## src/core/sensor_cfg_pkg.sv

```systemverilog
/*
 * Shared constants for the sensor configuration and bus address block:
 * field positions of the configuration word and the output control word,
 * default cell values, gain table codes and the receiver state codes.
 * Assumes nothing of its surroundings; sensor_config and its checker import it.
 */
package sensor_cfg_pkg;

    // Field positions of the analog/digital configuration word.
    localparam int IIR_LSB = 0;
    localparam int IIR_MSB = 2;
    localparam int AMB_TYPE_BIT = 3;
    localparam int PWM_SEL_LSB = 4;
    localparam int PWM_SEL_MSB = 5;
    localparam int DUAL_IR_BIT = 6;
    localparam int SLOPE_SIGN_BIT = 7;
    localparam int FIR_LSB = 8;
    localparam int FIR_MSB = 10;
    localparam int GAIN_LSB = 11;
    localparam int GAIN_MSB = 13;
    localparam int CAL_LSB = 14;
    localparam int CAL_MSB = 15;

    // Field positions of the output control word.
    localparam int OC_SINGLE_BIT = 0;
    localparam int OC_PWM_EN_BIT = 1;
    localparam int OC_PUSH_PULL_BIT = 2;
    localparam int OC_RELAY_BIT = 3;

    // Reset values held before the cells are loaded after reset, and the general call address.
    localparam logic [15:0] CONFIG_RESET = 16'h0000;
    localparam logic [15:0] OUT_CTRL_RESET = 16'h0000;
    localparam logic [15:0] ADDR_CELL_DEFAULT = 16'h005a;
    localparam logic [6:0] GENERAL_ADDR = 7'h00;

    // Slave address frame length in bits, address plus direction.
    localparam logic [3:0] ADDR_FRAME_BITS = 4'h8;

    // Pulse output data items.
    typedef enum logic [1:0] {
        ITEM_AMBIENT = 2'b00,
        ITEM_IR_FIRST = 2'b01,
        ITEM_IR_SECOND = 2'b10,
        ITEM_UNDEFINED = 2'b11
    } data_item_t;

    // Pulse data selection codes.
    localparam logic [1:0] SEL_AMB_IR1 = 2'b00;
    localparam logic [1:0] SEL_AMB_IR2 = 2'b01;
    localparam logic [1:0] SEL_IR2_UNDEF = 2'b10;
    localparam logic [1:0] SEL_IR1_IR2 = 2'b11;

    // Amplifier gain times ten, indexed by the gain code.
    localparam logic [10:0] GAIN_X10_0 = 11'h00a;
    localparam logic [10:0] GAIN_X10_1 = 11'h01e;
    localparam logic [10:0] GAIN_X10_2 = 11'h03c;
    localparam logic [10:0] GAIN_X10_3 = 11'h07d;
    localparam logic [10:0] GAIN_X10_4 = 11'h0fa;
    localparam logic [10:0] GAIN_X10_5 = 11'h1f4;
    localparam logic [10:0] GAIN_X10_MAX = 11'h3e8;

    // Address receiver states.
    typedef enum logic [1:0] {
        RX_IDLE = 2'b00,
        RX_ADDR = 2'b01,
        RX_WAIT = 2'b10
    } rx_state_t;

endpackage : sensor_cfg_pkg

```

## src/core/pin_ctrl_if.sv

```systemverilog
/*
 * Carrier between the main block and the shared pin driver.
 * Assumes both ends run on the same clock.
 */
`timescale 1ns/1ps
interface pin_ctrl_if;
    logic pwm_mode;
    logic push_pull;
    logic pwm_level;
    logic sda_low;
    logic pin_out;
    logic pin_oe;

    modport ctl (output pwm_mode, output push_pull, output pwm_level, output sda_low,
                 input pin_out, input pin_oe);
    modport drv (input pwm_mode, input push_pull, input pwm_level, input sda_low,
                 output pin_out, output pin_oe);
endinterface : pin_ctrl_if

```

## src/core/pin_sync3.sv

```systemverilog
/*
 * Three-stage synchroniser with agreement filter and edge pulses.
 * Assumes asynchronous inputs; the first stage is read only by the second.
 */
`timescale 1ns/1ps
module pin_sync3 #(
    parameter int W = 2
) (
    input wire logic clk,
    input wire logic rst,
    input wire logic ce,
    input wire logic [W-1:0] d,
    output logic [W-1:0] q,
    output logic [W-1:0] rise,
    output logic [W-1:0] fall
);
    logic [W-1:0] s1_reg;
    logic [W-1:0] s2_reg;
    logic [W-1:0] s3_reg;

    // A change is accepted once the second and third stages agree.
    genvar i;
    generate
        for (i = 0; i < W; i++) begin : g_bit
            always_ff @(posedge clk) begin
                if (rst) begin
                    s1_reg[i] <= 1'b1;
                    s2_reg[i] <= 1'b1;
                    s3_reg[i] <= 1'b1;
                    q[i] <= 1'b1;
                    rise[i] <= 1'b0;
                    fall[i] <= 1'b0;
                end else if (ce) begin
                    s1_reg[i] <= d[i];
                    s2_reg[i] <= s1_reg[i];
                    s3_reg[i] <= s2_reg[i];
                    rise[i] <= (s2_reg[i] == s3_reg[i]) && s3_reg[i] && !q[i];
                    fall[i] <= (s2_reg[i] == s3_reg[i]) && !s3_reg[i] && q[i];
                    if (s2_reg[i] == s3_reg[i]) begin
                        q[i] <= s3_reg[i];
                    end
                end
            end
        end
    endgenerate
endmodule : pin_sync3

```

## src/core/pin_driver.sv

```systemverilog
/*
 * Output stage of the shared data / pulse pin.
 * Assumes the controls come from the same clock; the pin wire is resolved outside.
 */
`timescale 1ns/1ps
module pin_driver (
    input wire logic clk,
    input wire logic rst,
    input wire logic ce,
    pin_ctrl_if.drv pc
);
    // Registered so the pin never glitches between mode changes.
    always_ff @(posedge clk) begin
        if (rst) begin
            pc.pin_out <= 1'b0;
            pc.pin_oe <= 1'b0;
        end else if (ce) begin
            if (!pc.pwm_mode) begin
                pc.pin_out <= 1'b0;
                pc.pin_oe <= pc.sda_low;
            end else if (pc.push_pull) begin
                pc.pin_out <= pc.pwm_level;
                pc.pin_oe <= 1'b1;
            end else begin
                pc.pin_out <= 1'b0;
                pc.pin_oe <= !pc.pwm_level;
            end
        end
    end
endmodule : pin_driver

```

## src/core/sensor_config.sv

```systemverilog
/*
 * Configuration word decoder, slave address matcher and shared pin control
 * of the infrared temperature sensor.
 * Assumes the nonvolatile cells are presented as steady words on the
 * nv_* inputs, the bus engine and pulse generator share clk, and the
 * serial clock and data pins arrive asynchronously.
 */
// How it works
// - Bits 2..0 give the recursive smoothing filter coefficients.
// - Bit 3 picks ambient sensor type, zero is the proportional element.
// - Bits 5..4 choose the two pulse data items; code 10 is discouraged extended.
// - Bit 6 set means two infrared sensors, clear means one.
// - Bits 10..8 give coefficient N of the finite response filter.
// - Bits 13..11 set amplifier gain 1,3,6,12.5,25,50,100,100.
// - Only the low byte of the address cell is compared.
// - Slave address zero is always accepted in bus mode.
// - A shipped device holds the default slave address.
// - The serial clock pin is only an input and clocks bus bits.
// - The shared pin carries pulse output or bus data by mode.
// - The pin driver is push-pull or open-drain, open-drain by default.
// - In bus mode the pin is always open-drain.
// - Push-pull applies only in pulse or thermal relay operation.
// - Output control bit 2 set is push-pull, clear open-drain.
// - Output control bit 1 set enables pulse output, clear enables bus.
// - Changed cells take effect only after the next reset.
`timescale 1ns/1ps
module sensor_config
    import sensor_cfg_pkg::*;
#(
    parameter logic [15:0] ADDR_DEFAULT = ADDR_CELL_DEFAULT
) (
    input wire logic clk,
    input wire logic rst,
    input wire logic ce,
    input wire logic [15:0] nv_config_word,
    input wire logic [15:0] nv_address_cell,
    input wire logic nv_address_valid,
    input wire logic [15:0] nv_output_control,
    input wire logic scl_pin,
    input wire logic sda_pin_in,
    input wire logic pwm_level,
    input wire logic sda_drive_low,
    output logic sda_pin_out,
    output logic sda_pin_oe,
    output logic cells_loaded,
    output logic [2:0] iir_coeff,
    output logic ambient_alt_type,
    output logic [1:0] pwm_data_sel,
    output data_item_t pwm_first_item,
    output data_item_t pwm_second_item,
    output logic pwm_sel_discouraged,
    output logic dual_ir,
    output logic emissivity_slope_sign,
    output logic [2:0] fir_coeff_n,
    output logic [2:0] gain_code,
    output logic [10:0] gain_x10,
    output logic amp_bypass,
    output logic [1:0] factory_cal_bits,
    output logic pwm_mode,
    output logic push_pull,
    output logic thermal_relay,
    output logic single_pwm,
    output logic [6:0] own_address,
    output logic bit_clk_rise,
    output logic bus_data,
    output logic addr_hit,
    output logic addr_general,
    output logic addr_read
);

    // Gain code to gain times ten; the two top codes both give 100.
    function automatic logic [10:0] gain_lookup(input logic [2:0] code);
        case (code)
            3'h0: gain_lookup = GAIN_X10_0;
            3'h1: gain_lookup = GAIN_X10_1;
            3'h2: gain_lookup = GAIN_X10_2;
            3'h3: gain_lookup = GAIN_X10_3;
            3'h4: gain_lookup = GAIN_X10_4;
            3'h5: gain_lookup = GAIN_X10_5;
            default: gain_lookup = GAIN_X10_MAX;
        endcase
    endfunction : gain_lookup

    // Selection code to the first and second pulse data items.
    function automatic data_item_t item_lookup(input logic [1:0] sel, input logic second);
        case (sel)
            SEL_AMB_IR1: item_lookup = second ? ITEM_IR_FIRST : ITEM_AMBIENT;
            SEL_AMB_IR2: item_lookup = second ? ITEM_IR_SECOND : ITEM_AMBIENT;
            SEL_IR1_IR2: item_lookup = second ? ITEM_IR_SECOND : ITEM_IR_FIRST;
            SEL_IR2_UNDEF: item_lookup = second ? ITEM_UNDEFINED : ITEM_IR_SECOND;
            default: item_lookup = ITEM_UNDEFINED;
        endcase
    endfunction : item_lookup

    logic load_pending_reg;
    logic [15:0] config_reg;
    logic [15:0] addr_cell_reg;
    logic [15:0] out_ctrl_reg;

    // The cells are captured one cycle after reset release rather than under
    // reset, so the reset itself only ever loads constants. Nothing reloads
    // them later, which is what makes edits wait for the next reset.
    always_ff @(posedge clk) begin
        if (rst) begin
            load_pending_reg <= 1'b1;
            config_reg <= CONFIG_RESET;
            addr_cell_reg <= ADDR_DEFAULT;
            out_ctrl_reg <= OUT_CTRL_RESET;
        end else if (ce && load_pending_reg) begin
            load_pending_reg <= 1'b0;
            config_reg <= nv_config_word;
            out_ctrl_reg <= nv_output_control;
            if (nv_address_valid) begin
                addr_cell_reg <= nv_address_cell;
            end
        end
    end

    assign cells_loaded = !load_pending_reg;

    // Configuration word fields, all straight from the holding register.
    assign iir_coeff = config_reg[IIR_MSB:IIR_LSB];
    assign ambient_alt_type = config_reg[AMB_TYPE_BIT];
    assign pwm_data_sel = config_reg[PWM_SEL_MSB:PWM_SEL_LSB];
    assign dual_ir = config_reg[DUAL_IR_BIT];
    assign emissivity_slope_sign = config_reg[SLOPE_SIGN_BIT];
    assign fir_coeff_n = config_reg[FIR_MSB:FIR_LSB];
    assign gain_code = config_reg[GAIN_MSB:GAIN_LSB];
    assign factory_cal_bits = config_reg[CAL_MSB:CAL_LSB];

    // Output control fields.
    assign single_pwm = out_ctrl_reg[OC_SINGLE_BIT];
    assign pwm_mode = out_ctrl_reg[OC_PWM_EN_BIT];
    assign push_pull = out_ctrl_reg[OC_PUSH_PULL_BIT];
    assign thermal_relay = out_ctrl_reg[OC_RELAY_BIT];

    // Only the low byte counts; the top bit of that byte would never match a
    // seven-bit address and so disables matching of the own address.
    assign own_address = addr_cell_reg[6:0];

    // Derived decodes are registered so every data output comes from a flop.
    always_ff @(posedge clk) begin
        if (rst) begin
            gain_x10 <= GAIN_X10_0;
            amp_bypass <= 1'b1;
            pwm_first_item <= ITEM_AMBIENT;
            pwm_second_item <= ITEM_IR_FIRST;
            pwm_sel_discouraged <= 1'b0;
        end else if (ce) begin
            gain_x10 <= gain_lookup(gain_code);
            amp_bypass <= (gain_code == 3'h0);
            pwm_first_item <= item_lookup(pwm_data_sel, 1'b0);
            pwm_second_item <= item_lookup(pwm_data_sel, 1'b1);
            pwm_sel_discouraged <= (pwm_data_sel == SEL_IR2_UNDEF) && !single_pwm;
        end
    end

    // Serial clock and data arrive from the bus, outside this clock domain.
    logic [1:0] pin_q;
    logic [1:0] pin_rise;
    logic [1:0] pin_fall;

    pin_sync3 #(
        .W(2)
    ) u_sync (
        .clk(clk),
        .rst(rst),
        .ce(ce),
        .d({scl_pin, sda_pin_in}),
        .q(pin_q),
        .rise(pin_rise),
        .fall(pin_fall)
    );

    logic scl_s;
    logic sda_s;
    logic start_cond;
    logic stop_cond;

    // The serial clock is only sampled, never driven; its rising edge
    // is the bit clock for the bus.
    assign scl_s = pin_q[1];
    assign sda_s = pin_q[0];
    assign bit_clk_rise = pin_rise[1] && !pwm_mode;
    assign bus_data = sda_s;
    assign start_cond = pin_fall[0] && scl_s && !pwm_mode;
    assign stop_cond = pin_rise[0] && scl_s && !pwm_mode;

    rx_state_t rx_state_reg;
    rx_state_t rx_state_next;
    logic [3:0] bit_cnt_reg;
    logic [7:0] shift_reg;
    logic frame_done;

    assign frame_done = bit_clk_rise && (bit_cnt_reg == ADDR_FRAME_BITS - 4'h1);

    // Address receiver: watches the first byte after each start, including a
    // repeated start, and then waits for the next start or stop.
    always_comb begin
        rx_state_next = rx_state_reg;
        case (rx_state_reg)
            RX_IDLE: begin
                if (start_cond) begin
                    rx_state_next = RX_ADDR;
                end
            end
            RX_ADDR: begin
                if (stop_cond) begin
                    rx_state_next = RX_IDLE;
                end else if (start_cond) begin
                    rx_state_next = RX_ADDR;
                end else if (frame_done) begin
                    rx_state_next = RX_WAIT;
                end
            end
            RX_WAIT: begin
                if (stop_cond) begin
                    rx_state_next = RX_IDLE;
                end else if (start_cond) begin
                    rx_state_next = RX_ADDR;
                end
            end
            default: rx_state_next = RX_IDLE;
        endcase
        if (pwm_mode) begin
            rx_state_next = RX_IDLE;
        end
    end

    // State register.
    always_ff @(posedge clk) begin
        if (rst) begin
            rx_state_reg <= RX_IDLE;
        end else if (ce) begin
            rx_state_reg <= rx_state_next;
        end
    end

    // Bit counter and shift register, most significant bit first.
    always_ff @(posedge clk) begin
        if (rst) begin
            bit_cnt_reg <= 4'h0;
            shift_reg <= 8'h00;
        end else if (ce) begin
            if (start_cond) begin
                bit_cnt_reg <= 4'h0;
            end else if (rx_state_reg == RX_ADDR && bit_clk_rise) begin
                bit_cnt_reg <= bit_cnt_reg + 4'h1;
                shift_reg <= {shift_reg[6:0], sda_s};
            end
        end
    end

    logic [7:0] frame;
    logic hit_own;
    logic hit_zero;

    assign frame = {shift_reg[6:0], sda_s};
    assign hit_own = (addr_cell_reg[7:0] == {1'b0, frame[7:1]});
    assign hit_zero = (frame[7:1] == GENERAL_ADDR);

    // One-cycle match pulse at the end of the address frame. Address zero
    // is answered whatever the cell holds, so an unprogrammed part is
    // still reachable.
    always_ff @(posedge clk) begin
        if (rst) begin
            addr_hit <= 1'b0;
            addr_general <= 1'b0;
            addr_read <= 1'b0;
        end else if (ce) begin
            addr_hit <= 1'b0;
            addr_general <= 1'b0;
            if (rx_state_reg == RX_ADDR && frame_done && !start_cond && !stop_cond) begin
                addr_hit <= hit_own || hit_zero;
                addr_general <= hit_zero;
                addr_read <= frame[0];
            end
        end
    end

    // Shared pin: mode and driver type from the output control word.
    pin_ctrl_if pc ();

    assign pc.pwm_mode = pwm_mode;
    assign pc.push_pull = push_pull;
    assign pc.pwm_level = pwm_level;
    assign pc.sda_low = sda_drive_low && !pwm_mode;

    pin_driver u_pin (
        .clk(clk),
        .rst(rst),
        .ce(ce),
        .pc(pc.drv)
    );

    assign sda_pin_out = pc.pin_out;
    assign sda_pin_oe = pc.pin_oe;

endmodule : sensor_config

```

## config.mk

```make
export PLATFORM = sky130hd
export DESIGN_NAME = sensor_config
export DESIGN_NICKNAME = d
export VERILOG_FILES = /design/src/core/sensor_cfg_pkg.sv /design/src/core/pin_ctrl_if.sv /design/src/core/pin_sync3.sv /design/src/core/pin_driver.sv /design/src/core/sensor_config.sv
export SDC_FILE = /design/constraint.sdc
export NUM_CORES = 1
export LEC_CHECK = 0
export ABC_AREA = 0
export BUFFER_PORTS_ARGS = -buffer_cell sky130_fd_sc_hd__clkbuf_2
export CAP_MARGIN = 25
export CORE_MARGIN = 4
export CORE_UTILIZATION = 50
export DETAILED_ROUTE_END_ITERATION = 8
export GPL_TIMING_DRIVEN = 0
export PLACE_DENSITY = 0.8
export SYNTH_ARGS = -nofsm -noshare
export SYNTH_HDL_FRONTEND = slang
export SYNTH_HIERARCHICAL = 1
export SYNTH_SLANG_ARGS = --single-unit
export TNS_END_PERCENT = 50
```

## constraint.sdc

```tcl
create_clock -name clk -period 2.2 [get_ports clk]
set_clock_uncertainty 0.05 [all_clocks]
set_input_delay 0.22 -clock clk [delete_from_list [all_inputs] [get_ports clk]]
set_output_delay 0.22 -clock clk [all_outputs]
set_load 0.05 [all_outputs]
```

; Yosys cells after proc, flatten, opt, wreduce, memory -nomap -nowiden
; Index checks and enable logic that the tools add are counted.
[totals]
elab_cells = 106
reg_bits = 75
output_inout_bits = 52
[classes]
n_reduce_logical = 43
n_addsub = 1
n_eq_ne = 15
bitwise = 1
mux = 18
[ops]
columns = operator, count
row1 = case mux 10 bit (6 select lines), 1
row2 = logical AND 1 bit, 19
row3 = case mux 2 bit (3 select lines), 3
row4 = two-way mux 2 bit, 6
row5 = AND reduction 2 bit, 6
row6 = zero test 1 bit, 9
row7 = == test 8 x 7 -> 1 bit, 1
row8 = two-way mux 4 bit, 2
row9 = zero test 7 bit, 1
row10 = == test 2 bit (second input constant), 3
row11 = == test 3 x 2 -> 1 bit (second input constant), 2
row12 = == test 3 bit (second input constant), 2
row13 = two-way mux 1 bit, 6
row14 = inequality test 5 bit (second input constant), 1
row15 = adder 4 x 1 -> 4 bit (second input constant), 1
row16 = == test 2 x 1 -> 1 bit (second input constant), 2
row17 = == test 4 x 3 -> 1 bit (second input constant), 1
row18 = zero test 2 bit, 2
row19 = OR reduction 2 bit, 2
row20 = == test 3 x 1 -> 1 bit (second input constant), 1
row21 = zero test 3 bit, 1
row22 = AND reduction 3 bit, 1
row23 = == test 1 bit, 2
row24 = nonzero test 2 bit, 1
row25 = 2 further kinds, 2

; Depth between registers and ports, before layout
[depth]
ltp_word = 8
ltp_mapped = 6

; Hierarchy
; The synthesis kept the hierarchy.
[modules_own_cells]
columns = module, area_each_um2, instances, cells_per_inst
row1 = sensor_config, 2477.4, 1, 299
row2 = pin_sync3, 560.5, 1, 56
row3 = pin_driver, 98.8, 1, 10

; Worst setup path after synthesis
; No wires, ideal clock.
[synth_timing]
path_type = register to register
from = reg out_ctrl_reg[1]
to = reg rx_state_reg[0]
arrival_time_ps = 1897
path_stages_with_launch = 5
path_slack_ps = 125
required_time_ps = 2022
cell_sequence = dfxtp_1 > and2b_1 > or3b_2 > a221oi_1 > nor2_1
[synth_between]
elab_cells_between_ends = 13
cone_classes = eq/ne (1) / mux (6) / reduce/logical (6)
[synth_lines]
columns = element, line
row1 = "start, declared", sensor_config.sv:98  ; logic [15:0] out_ctrl_reg;
row2 = "start signal, assigned", sensor_config.sv:112  ; out_ctrl_reg <= nv_output_control;
row3 = zero test 1 bit, n/a
row4 = logical AND 1 bit, sensor_config.sv:184  ; assign bit_clk_rise = pin_rise[1] && !pwm_mode;
row5 = named net bit_clk_rise, sensor_config.sv:64  ; output logic bit_clk_rise,
row6 = logical AND 1 bit, sensor_config.sv:195  ; assign frame_done = bit_clk_rise && (bit_cnt_reg == ADDR_FRAME_BITS - 4'h1);
row7 = inequality test 5 bit (no source line), n/a
row8 = AND reduction 2 bit (no source line), n/a
row9 = "end signal, assigned", sensor_config.sv:235  ; rx_state_reg <= rx_state_next;
row10 = "end, declared", sensor_config.sv:189  ; rx_state_t rx_state_reg;
; The timed path passes the listed nets, and every way through them passes these cells.
; A chain may end at the register's enable or synchronous reset.

; Final worst setup path
[layout_timing]
from = reg bit_cnt_reg[0]
to = reg addr_hit
[layout_between]
elab_chain_cells = 6
[layout_rtl]
columns = element, line
row1 = "start, declared", sensor_config.sv:191  ; logic [3:0] bit_cnt_reg;
row2 = "start signal, assigned", sensor_config.sv:248  ; bit_cnt_reg <= bit_cnt_reg + 4'h1;
row3 = == test 4 x 3 -> 1 bit, sensor_config.sv:195
row4 = logical AND 1 bit, sensor_config.sv:195
row5 = logical AND 1 bit (3 in series), sensor_config.sv:273  ; if (rx_state_reg == RX_ADDR && frame_done && !start_cond && !stop_cond) begin
row6 = two-way mux 1 bit, sensor_config.sv:273
row7 = "end signal, assigned", sensor_config.sv:274  ; addr_hit <= hit_own || hit_zero;
row8 = "end, declared", sensor_config.sv:66  ; output logic addr_hit,
; Every way passes these cells.

==> metrics <==
commonest non-fill, non-tap cell in the layout=clkbuf_2; maximum clock insertion buffer count=2; Post-CTS Setup Bufs=0; Reg area=~1500 sq um; multi-input logic area=1400 sq um; Final Max Slew Viols=0; met2 Usage GRT=0.344; Initial Util=0.519; Hold Crit Class=in2reg; hold violation count in the final report=0; CORE AREA=5960 sq um; initial DRC count=approximately 210; worst endpoint data arrival time=just under 2 ns; Synth Instances=361; Via Count=2893; number of fill cells=about 520; Leak=1.69 nW; total track usage=0.208; input/output buffers=85; final setup vio count=0; Post-Syn Nets=around 420; layout net count=518; commonest cells after routing, fill and taps aside=85 x clkbuf_2, 81 x nand2_1, 74 x dfxtp_1, 48 x a21oi_1, 16 x nor2_1; initial antenna violation count=0; root buf cell=clkbuf_8; fmax=around 0.56 GHz; CTS buffer count=9; clk_lat worst skew=between 0.3 and 0.4 ns; H-tree lvl count=3; Overflow after GRT=0; Worst Tran Pin Value=0.871 ns; Critical Path Start=bit_cnt_reg[0]; Total Power=~0.0031 W; Synth Cell Area=a little over 3000 sq um; Pwr Density=800 nW/um^2; IO Pins=108; RSZ-0062 raised after global routing=no; met1 usage=0.254; max_cap viols=0; DR vias/cell=5.39; # clock sinks=74; crit path kind=reg2reg; Rel. slew slack=0.411; CTS Hold Bufs=0; die width=86.6 microns; die footprint=7510 sq um; antenna viol nets, final=0; Post-DP HPWL=5350 microns; Avg Cell Area, Syn=around 8.6 sq um; GP Congestion=slightly below 0.8; GRT Max-Usage Layer=met2; first-pass GRT wire length=approximately 13000 microns; M3 GR Usage=0.0513; HP Start=nv_config_word[15]; WL final=7380 microns; Worst IR Drop VDD=575 uV; post-cts sizing count=0; Residual DRC=0; Area Overhead vs Synth=24.5%; number of core rows=28; status=complete, no violations; post-route minimum period=1.77 ns; Crit Reg-Reg Startpoint=bit_cnt_reg[0]; Worst Path Max Fanout=4; vias in the first global route=2827; Diodes inserted=0; CTS tree=built; Setup crit start kind=flip-flop; setup TNS=0 ns; layout cells sized above 1=0.271; clock-pin transition on the worst setup and hold timing paths=0.08 ns; Chip Height=86.6 microns; max reg flops=16; period utilisation layout=0.806; Worst EP required=2.41 ns; pin count of the biggest net entering global routing=13; routed len/inst=about 14 microns; cell area after layout=3850 sq um; dpl cell area=3610 sq um; CP Capture Type=flip-flop; Pre-antenna DRT Iters=5; number of warnings issued by yosys=6
critical path, stage by stage (launching register included):
cell and delay (ns):
dfxtp_1 0.37, ha_1 0.21, nand2_1 0.09, nor4b_1 0.60
nand2_1 0.15, a211oi_1 0.22
power breakdown:
part / switching, W / internal (W)
sequential: 0.0000392 / 0.00139
combinational: 0.000300 / 0.000132
clock: 0.000489 / 0.000730
total: 0.000828 / 0.00225
per-layer routing:
layer | vias to the layer above | wire length [microns]
li1 | 1410 | -
met1 | 1364 | 3190
met2 | 97 | 3510
met3 | 22 | 508
met4 | 0 | 172
met5 | - | 0
through the flow:
stage                     hold slack, ns  setup WS [ns]  utilization  cells
after floorplan                    0.239          0.125            -    361
after global placement             0.385          0.429        0.606    521
after detailed placement           0.393          0.411        0.606    521
after CTS                         0.0342          0.425        0.646    537
after global routing              0.0333          0.218        0.646    537
final                             0.0417          0.427        0.646    537
path summary, 6_finish.rpt:
| kind | cells after the start | endpoint | slack (ns) |
|---|---|---|---|
| min reg2reg | 2 | config_reg[9] | 0.41 |
| max | 5 | addr_hit | 0.43 |
| max reg2reg | 5 | addr_hit | 0.43 |
| min | 3 | config_reg[15] | 0.04 |
final cells by class:
type | instances | area share
Sequential cell | 74 | 0.385
Multi-Input combinational cell | 246 | 0.362
Timing Repair Buffer | 85 | 0.111
Buffer | 32 | 0.0471
Clock buffer | 12 | 0.0429
Tap cell | 75 | 0.0244
Clock inverter | 4 | 0.0189
Inverter | 9 | 0.00878
Power figures use the tool's default switching activity.
